[src/pkg/pmc_defines.vh]
// register offsets, field positions, reset values and timing for pmc regs
`ifndef PMC_DEFINES_VH
`define PMC_DEFINES_VH

// register offsets on the serial-interface register port
`define PMC_OFS_CTRL2 8'h05
`define PMC_OFS_CORE 8'h06
`define PMC_OFS_SLEW 8'h07
`define PMC_OFS_LINREG 8'h08

// field positions
`define PMC_LAUNCH_BIT 7
`define PMC_CORE_MSB 4
`define PMC_SLEW_MSB 2
`define PMC_LINA_LSB 0
`define PMC_LINA_MSB 2
`define PMC_LINB_LSB 4
`define PMC_LINB_MSB 6

// reset values and the immediate slew code
`define PMC_CORE_DEF_LOW 5'h14
`define PMC_CORE_DEF_HIGH 5'h1E
`define PMC_SLEW_RST 3'h6
`define PMC_SLEW_IMMEDIATE 3'h7
`define PMC_LINREG_RST 3'h0

// timing: one 25 mV step at the slowest rate of 0.15 mV/us, in ns
`define PMC_STEP_SLOW_NS 166667
`define PMC_CLK_PERIOD_NS 10
// whole cycles of the slow step at the clock period above, sized for the timer
`define PMC_STEP_SLOW_CYCLES 20'd16666
`define PMC_TMR_W 20

`endif

[src/verilog/pmc_step_timer.v]
// step interval timer for the core voltage ramp
`timescale 1ns/1ps
`include "pmc_defines.vh"

module pmc_step_timer #(
  parameter [`PMC_TMR_W-1:0] STEP_SLOW_CYCLES = `PMC_STEP_SLOW_CYCLES
) (
  // clock and reset
  input wire core_clk_i,
  input wire reset_i,
  // control
  input wire run_i,
  input wire [2:0] rate_i,
  // one-cycle step strobe
  output reg tick_o
);

  reg [`PMC_TMR_W-1:0] cnt_q;
  wire [`PMC_TMR_W-1:0] interval;

  // rate doubles per code, so the interval halves per code
  assign interval = STEP_SLOW_CYCLES >> rate_i;

  always @(posedge core_clk_i or posedge reset_i) begin
    if (reset_i) begin
      cnt_q <= {`PMC_TMR_W{1'b0}};
      tick_o <= 1'b0;
    end else if (!run_i) begin
      // idle reload so every ramp starts a full interval
      cnt_q <= interval;
      tick_o <= 1'b0;
    end else if (cnt_q <= {{(`PMC_TMR_W-1){1'b0}}, 1'b1}) begin
      cnt_q <= interval;
      tick_o <= 1'b1;
    end else begin
      cnt_q <= cnt_q - {{(`PMC_TMR_W-1){1'b0}}, 1'b1};
      tick_o <= 1'b0;
    end
  end

endmodule

[src/verilog/pmc_regs.v]
// core voltage scaling and linear regulator voltage control registers
`timescale 1ns/1ps
`include "pmc_defines.vh"

module pmc_regs #(
  parameter [`PMC_TMR_W-1:0] STEP_SLOW_CYCLES = `PMC_STEP_SLOW_CYCLES,
  // regulator defaults per strap pair {b,a}, each entry {b[2:0], a[2:0]}
  parameter [5:0] LINREG_DEF_00 = 6'h00,
  parameter [5:0] LINREG_DEF_01 = 6'h09,
  parameter [5:0] LINREG_DEF_10 = 6'h12,
  parameter [5:0] LINREG_DEF_11 = 6'h3F
) (
  // clock and reset
  input wire core_clk_i,
  input wire reset_i,
  // register port from the serial interface
  input wire [7:0] reg_addr_i,
  input wire [7:0] reg_wdata_i,
  input wire reg_wr_i,
  output reg [7:0] reg_rdata_o,
  // supervisor events
  input wire undervoltage_lockout_i,
  input wire conv_a_enabled_i,
  input wire conv_c_enabled_i,
  input wire warm_reset_input_n_i,
  input wire power_on_reset_i,
  input wire backup_low_i,
  // strap pins
  input wire core_default_strap_i,
  input wire linreg_default_strap_a_i,
  input wire linreg_default_strap_b_i,
  // controls to the analog side
  output reg [4:0] core_out_code_o,
  output reg [2:0] ramp_rate_o,
  output reg [2:0] linreg_a_code_o,
  output reg [2:0] linreg_b_code_o,
  output reg ramp_busy_o
);

  reg [4:0] core_code_q;
  reg [4:0] core_code_d;
  reg [2:0] slew_q;
  reg [2:0] slew_d;
  reg [2:0] lina_q;
  reg [2:0] lina_d;
  reg [2:0] linb_q;
  reg [2:0] linb_d;
  reg launch_q;
  reg launch_d;
  reg [4:0] out_q;
  reg [4:0] out_d;
  reg init_q;
  reg [5:0] lin_def;
  reg [7:0] rdata_d;

  wire wr_ctrl2;
  wire wr_core;
  wire wr_slew;
  wire wr_linreg;
  wire lockout;
  wire core_rst;
  wire [4:0] core_def;
  wire launch_set;
  wire at_target;
  wire timer_run;
  wire tick;

  assign wr_ctrl2 = reg_wr_i && (reg_addr_i == `PMC_OFS_CTRL2);
  assign wr_core = reg_wr_i && (reg_addr_i == `PMC_OFS_CORE);
  assign wr_slew = reg_wr_i && (reg_addr_i == `PMC_OFS_SLEW);
  assign wr_linreg = reg_wr_i && (reg_addr_i == `PMC_OFS_LINREG);

  // init_q stands in for a lockout on the first cycle after reset, so
  // straps are caught by a clocked process, never by the async reset
  assign lockout = undervoltage_lockout_i || init_q;

  assign core_rst = lockout
                 || (!conv_a_enabled_i && !conv_c_enabled_i)
                 || !warm_reset_input_n_i
                 || power_on_reset_i
                 || backup_low_i;

  assign core_def = core_default_strap_i ? `PMC_CORE_DEF_HIGH :
                    `PMC_CORE_DEF_LOW;

  assign launch_set = wr_ctrl2 && reg_wdata_i[`PMC_LAUNCH_BIT];
  assign at_target = (out_q == core_code_q);
  assign timer_run = launch_q && !at_target && !core_rst;

  pmc_step_timer #(
    .STEP_SLOW_CYCLES(STEP_SLOW_CYCLES)
  ) u_timer (
    .core_clk_i(core_clk_i),
    .reset_i(reset_i),
    .run_i(timer_run),
    .rate_i(slew_q),
    .tick_o(tick)
  );

  // strap decode for regulator defaults
  always @* begin
    case ({linreg_default_strap_b_i, linreg_default_strap_a_i})
      2'b00: lin_def = LINREG_DEF_00;
      2'b01: lin_def = LINREG_DEF_01;
      2'b10: lin_def = LINREG_DEF_10;
      default: lin_def = LINREG_DEF_11;
    endcase
  end

  // register file next state
  always @* begin
    core_code_d = core_code_q;
    slew_d = slew_q;
    lina_d = lina_q;
    linb_d = linb_q;
    if (core_rst) begin
      core_code_d = core_def;
    end else if (wr_core) begin
      core_code_d = reg_wdata_i[`PMC_CORE_MSB:0];
    end
    if (lockout) begin
      slew_d = `PMC_SLEW_RST;
      lina_d = lin_def[2:0];
      linb_d = lin_def[5:3];
    end else begin
      if (wr_slew) begin
        // upper bits are not stored and read back as zero
        slew_d = reg_wdata_i[`PMC_SLEW_MSB:0];
      end
      if (wr_linreg) begin
        lina_d = reg_wdata_i[`PMC_LINA_MSB:`PMC_LINA_LSB];
        linb_d = reg_wdata_i[`PMC_LINB_MSB:`PMC_LINB_LSB];
      end
    end
  end

  // ramp: output code walks toward the programmed code
  always @* begin
    out_d = out_q;
    launch_d = launch_q;
    if (core_rst) begin
      // a reset event also aborts any ramp in flight
      out_d = core_def;
      launch_d = 1'b0;
    end else if (launch_q) begin
      if (at_target) begin
        // done: self-clear, but a launch written now wins
        launch_d = launch_set;
      end else if (slew_q == `PMC_SLEW_IMMEDIATE) begin
        out_d = core_code_q;
      end else if (tick) begin
        if (out_q < core_code_q) begin
          out_d = out_q + 5'h01;
        end else begin
          out_d = out_q - 5'h01;
        end
      end
    end else if (launch_set) begin
      launch_d = 1'b1;
    end
  end

  // read mux, unmapped offsets read zero
  always @* begin
    case (reg_addr_i)
      `PMC_OFS_CTRL2: rdata_d = {launch_q, 7'h00};
      `PMC_OFS_CORE: rdata_d = {3'h0, core_code_q};
      `PMC_OFS_SLEW: rdata_d = {5'h00, slew_q};
      `PMC_OFS_LINREG: rdata_d = {1'b0, linb_q, 1'b0, lina_q};
      default: rdata_d = 8'h00;
    endcase
  end

  always @(posedge core_clk_i or posedge reset_i) begin
    if (reset_i) begin
      init_q <= 1'b1;
      core_code_q <= `PMC_CORE_DEF_LOW;
      slew_q <= `PMC_SLEW_RST;
      lina_q <= `PMC_LINREG_RST;
      linb_q <= `PMC_LINREG_RST;
      launch_q <= 1'b0;
      out_q <= `PMC_CORE_DEF_LOW;
    end else begin
      init_q <= 1'b0;
      core_code_q <= core_code_d;
      slew_q <= slew_d;
      lina_q <= lina_d;
      linb_q <= linb_d;
      launch_q <= launch_d;
      out_q <= out_d;
    end
  end

  // outputs straight from flops, one cycle behind the state
  always @(posedge core_clk_i or posedge reset_i) begin
    if (reset_i) begin
      reg_rdata_o <= 8'h00;
      core_out_code_o <= `PMC_CORE_DEF_LOW;
      ramp_rate_o <= `PMC_SLEW_RST;
      linreg_a_code_o <= `PMC_LINREG_RST;
      linreg_b_code_o <= `PMC_LINREG_RST;
      ramp_busy_o <= 1'b0;
    end else begin
      reg_rdata_o <= rdata_d;
      core_out_code_o <= out_q;
      ramp_rate_o <= slew_q;
      linreg_a_code_o <= lina_q;
      linreg_b_code_o <= linb_q;
      ramp_busy_o <= launch_q;
    end
  end

endmodule

[config.mk]
export PLATFORM = sky130hd
export DESIGN_NAME = pmc_regs
export DESIGN_NICKNAME = d
export VERILOG_FILES = /design/src/verilog/pmc_step_timer.v /design/src/verilog/pmc_regs.v
export VERILOG_INCLUDE_DIRS = /design/src /design/src/pkg
export SDC_FILE = /design/constraint.sdc
export NUM_CORES = 1
export LEC_CHECK = 0
export ABC_AREA = 1
export BUFFER_PORTS_ARGS = -buffer_cell sky130_fd_sc_hd__buf_2
export CAP_MARGIN = 20
export CORE_UTILIZATION = 30
export CTS_BUF_LIST = sky130_fd_sc_hd__clkbuf_16
export DETAILED_ROUTE_END_ITERATION = 8
export GPL_TIMING_DRIVEN = 0
export PLACE_DENSITY = 0.52
export SETUP_SLACK_MARGIN = 0.3
export SLEW_MARGIN = 20
export SYNTH_ARGS = -nofsm -noshare
export SYNTH_HDL_FRONTEND = slang
export SYNTH_SLANG_ARGS = --single-unit
[constraint.sdc]
create_clock -name core_clk_i -period 2.7 [get_ports core_clk_i]
set_clock_uncertainty 0.2 [all_clocks]
set_input_delay 0 -clock core_clk_i [delete_from_list [all_inputs] [get_ports core_clk_i]]
set_output_delay 0 -clock core_clk_i [all_outputs]
set_load 0.05 [all_outputs]
==> impl_metrics.json <==
{
  "portBuffers": 50,
  "crit_path_frequent_cell": "nand3_2",
  "cts_tree": "done",
  "firstDrtPassIters": 4,
  "utilization_pct": 43.3,
  "dpl.cell_count": 639,
  "synth.distinct_cells": 33,
  "grt_max_degree": 58,
  "p_per_area_nw_per_um2": 558,
  "leakagePower_nw": 2.50,
  "ys_ff_latch": 65,
  "synth_area_um2": 3510,
  "place.gp.congestion": 0.864,
  "netlist_instances": 445,
  "clk_pin_slew_ns": 0.06,
  "met2_usage_pct": 28.2,
  "hold_viol_final": 0,
  "hold_ws_ns": 0.0326,
  "regToRegEndpoint": "out_q[4]$_DFFE_PP1P_",
  "setup_tns_ns": 0,
  "critPathArrivalTime_ns": 2.45,
  "grtUsageMet3_pct": 4.47,
  "final_antenna_net_count": 0,
  "gr-total-overflow": 0,
  "die_area_um2": 12100,
  "root_buffer": "clkbuf_16",
  "power.switching_uw": 745,
  "stdcell_count": 704,
  "wl_per_cell_um": 12.9,
  "max_freq_mhz": 421,
  "cap_violations": 0,
  "rsz0062_at_grt": "yes",
  "layout_commonest_cell": "nand2_1",
  "grt_use_total_pct": 16.7,
  "cts_made_buffers": 9,
  "ys_seq_area_share_pct": 46.7,
  "grt_pass1_vias": 3247,
  "drtIter0Drc": 110,
  "antenna_cells": 0,
  "min_from": "reg_addr_i[7]",
  "drive_above_1_share_pct": 24.8,
  "insertion_delay_ns": 0.34,
  "final_net_count": 599,
  "finalSetupViolCount": 0,
  "min_period_ns": 2.38,
  "die_x_um": 110,
  "max_stage_delay_ns": 0.55,
  "reg2reg_from": "core_code_q[2]$_DFFE_PP1P_",
  "path_class": "reg2reg",
  "timing.hold.worst_endpoint": "reg_rdata_o[2]$_DFF_PP0_",
  "worstPathCellList": "inv_4 -> ha_4 -> nand2_4 -> nor3_4 -> nor2_4 -> fa_2 -> inv_2 -> nand3_2 -> nand3_2 -> nand2_1 -> nand2_1 -> nand3_2 -> a21oi_2",
  "worst_setup_path_start_kind": "flop",
  "p_int_mw": 2.02,
  "p_sw_share_pct": 26.9,
  "worst-endpoint-required_ns": 2.77,
  "grt_antenna_before_repair": 0,
  "seqPwrFrac_pct": 37.6,
  "use_met1_pct": 20.5,
  "status": "complete, no violations",
  "clkPwrFrac_pct": 45.2,
  "slowest_stage": "dfstp_2",
  "vias_per_cell": 4.62,
  "die_y_um": 110,
  "synth_nets": 488,
  "finalCritPeriodShare_pct": 88.0,
  "start_util_pct": 30.8,
  "num-fill-cells": 1145,
  "holdPathStages": 6,
  "cts.sinks": 65,
  "htree_levels": 3,
  "top_level_ports": 51,
  "grt_pass1_wl_mm": 15.2,
  "r2r_cells": 13,
  "vias": 3249,
  "top_usage_layer": "met2",
  "cts_max_path_buffers": 2,
  "holdCritPathClass": "in2reg",
  "cp-end-kind": "flop",
  "maxSlewViolCount": 0,
  "r2r_slack_ns": 0.32,
  "area_growth_pct": 40.9,
  "core_um2": 11400,
  "yosysWarnings": 0,
  "routed_wl_mm": 9.09,
  "syn_avg_cell_area_um2": 7.89,
  "pwr-share-comb_pct": 17.1,
  "cp_max_fo": 3,
  "layout_common_cells": "nand2_1, inv_1, dfrtp_1, buf_2, nor2_1",
  "dp_hpwl_mm": 6.33,
  "std_cell_rows": 39,
  "crit_family": "simple AND/OR/NAND/NOR gates",
  "remaining_drc_errors": 0,
  "vdd_drop_max_uv": 277,
  "cp.buffers_inverters": 2
}
## registers in the layout (all words and copies together), names as in the netlist
| name | flops |
|---|---|
| lina_q | 3 |
| core_out_code_o | 5 |
| u_timer.cnt_q | 20 |
| reg_rdata_o | 8 |
| linreg_a_code_o | 3 |
| slew_q | 3 |
| launch_q | 1 |
| linreg_b_code_o | 3 |
| ramp_rate_o | 3 |
| out_q | 5 |
| ramp_busy_o | 1 |
| linb_q | 3 |
| init_q | 1 |
| core_code_q | 5 |
| u_timer.tick_o | 1 |
## what timing repair did
action | CTS | global route
hold buffers | 38 | 0
resized for setup | 17 | 26
buffers inserted | 3 | 8
cloned | 0 | 0
endpoints found under the setup margin | 3 | 15
endpoints found under the hold margin | 94 | 0
pin swaps | 8 | 21
## power by group through the flow
| stage | combinational [mW] | sequential, mW | clock, mW |
|---|---|---|---|
| finish | 0.474 | 1.04 | 1.25 |
| global route | 0.524 | 1.04 | 1.32 |
| CTS | 0.408 | 1.04 | 1.28 |
| detailed placement | 0.329 | 1.06 | 0 |
| global placement | 0.317 | 1.06 | 0 |
| floorplan | 0.191 | 1.10 | 0 |
## cells by family after synthesis
| family | share of synthesized area (%) |
|---|---|
| other | 0.107 |
| AO/OA/AOI/OAI | 7.41 |
| buffers and inverters | 7.37 |
| AND/OR/NAND/NOR | 30.6 |
| XOR/XNOR | 2.24 |
| adder cells (fa/ha/maj) | 5.56 |
| flip-flops | 46.7 |
## cells in the mapped netlist (all sizes together)
cell / n / area share, %
fa: 1 / 0.57
a21oi: 7 / 1.0
nor3: 6 / 1.1
dfstp: 11 / 8.2
nand2: 127 / 14
nor2: 57 / 7.4
a31oi: 2 / 0.36
clkbuf: 1 / 0.11
ha: 14 / 5.0
inv: 60 / 6.4
and2: 1 / 0.18
xor2: 6 / 1.5
dfrtp: 54 / 38
nand3: 43 / 6.5
o211ai: 3 / 0.64
conb: 1 / 0.11
xnor2: 3 / 0.75
nor4: 3 / 0.53
nand4: 4 / 0.71
o21ai: 36 / 5.2
o22ai: 1 / 0.18
buf: 3 / 0.86
or2: 1 / 0.18
## layer usage
layer  part of all wire, %  vias up
met1                    46     1531
met3                   3.7       13
met2                    48       66
li1                      -     1639
met4                   1.4        0
met5                     0        -
## final cells by class
| cell class | instances | area (um^2) | share of cell area (%) |
|---|---|---|---|
| tap | 143 | 179 | 3.61 |
| multi-input combinational | 316 | 1800 | 36.4 |
| buffer | 4 | 33.8 | 0.683 |
| sequential | 65 | 1640 | 33.1 |
| timing repair buffer | 100 | 743 | 15.0 |
| clock buffer | 9 | 225 | 4.55 |
| inverter | 60 | 233 | 4.70 |
| clock inverter | 7 | 95.1 | 1.92 |
## through the flow
step	area (um^2)	power [mW]	setup slack, ns
after floorplan	3510	1.29	0.328
after global placement	3940	1.37	0.0182
after detailed placement	3970	1.38	0.0568
after CTS	4780	2.73	0.299
after global routing	4950	2.89	0.193
final	4950	2.76	0.323
## worst max path at each step
| stage | start | endpoint | cells after the start | slack (ns) |
|---|---|---|---|---|
| 3_3_place_gp | reset_i | core_out_code_o[3]$_DFF_PP0_ | 2 | 0.02 |
| 4_1_cts | core_code_q[4]$_DFFE_PP1P_ | out_q[1]$_DFFE_PP0P_ | 11 | 0.30 |
| 3_5_place_dp | core_code_q[4]$_DFFE_PP1P_ | out_q[3]$_DFFE_PP0P_ | 15 | 0.06 |
| 2_1_floorplan | core_code_q[4]$_DFFE_PP1P_ | out_q[3]$_DFFE_PP0P_ | 15 | 0.33 |
| 5_1_grt | core_code_q[2]$_DFFE_PP1P_ | out_q[4]$_DFFE_PP1P_ | 13 | 0.19 |
| 6_report | core_code_q[2]$_DFFE_PP1P_ | out_q[4]$_DFFE_PP1P_ | 13 | 0.32 |
## worst reg2reg max path, delay by kind of cell, from the launching register on
kind	cells	cell delay [ns]
fa+ha+maj	2	0.63
flops	1	0.55
simple gates	8	0.69
buf+inv	2	0.11
compound gates	1	0.14
(Power assumes the default switching activity.)
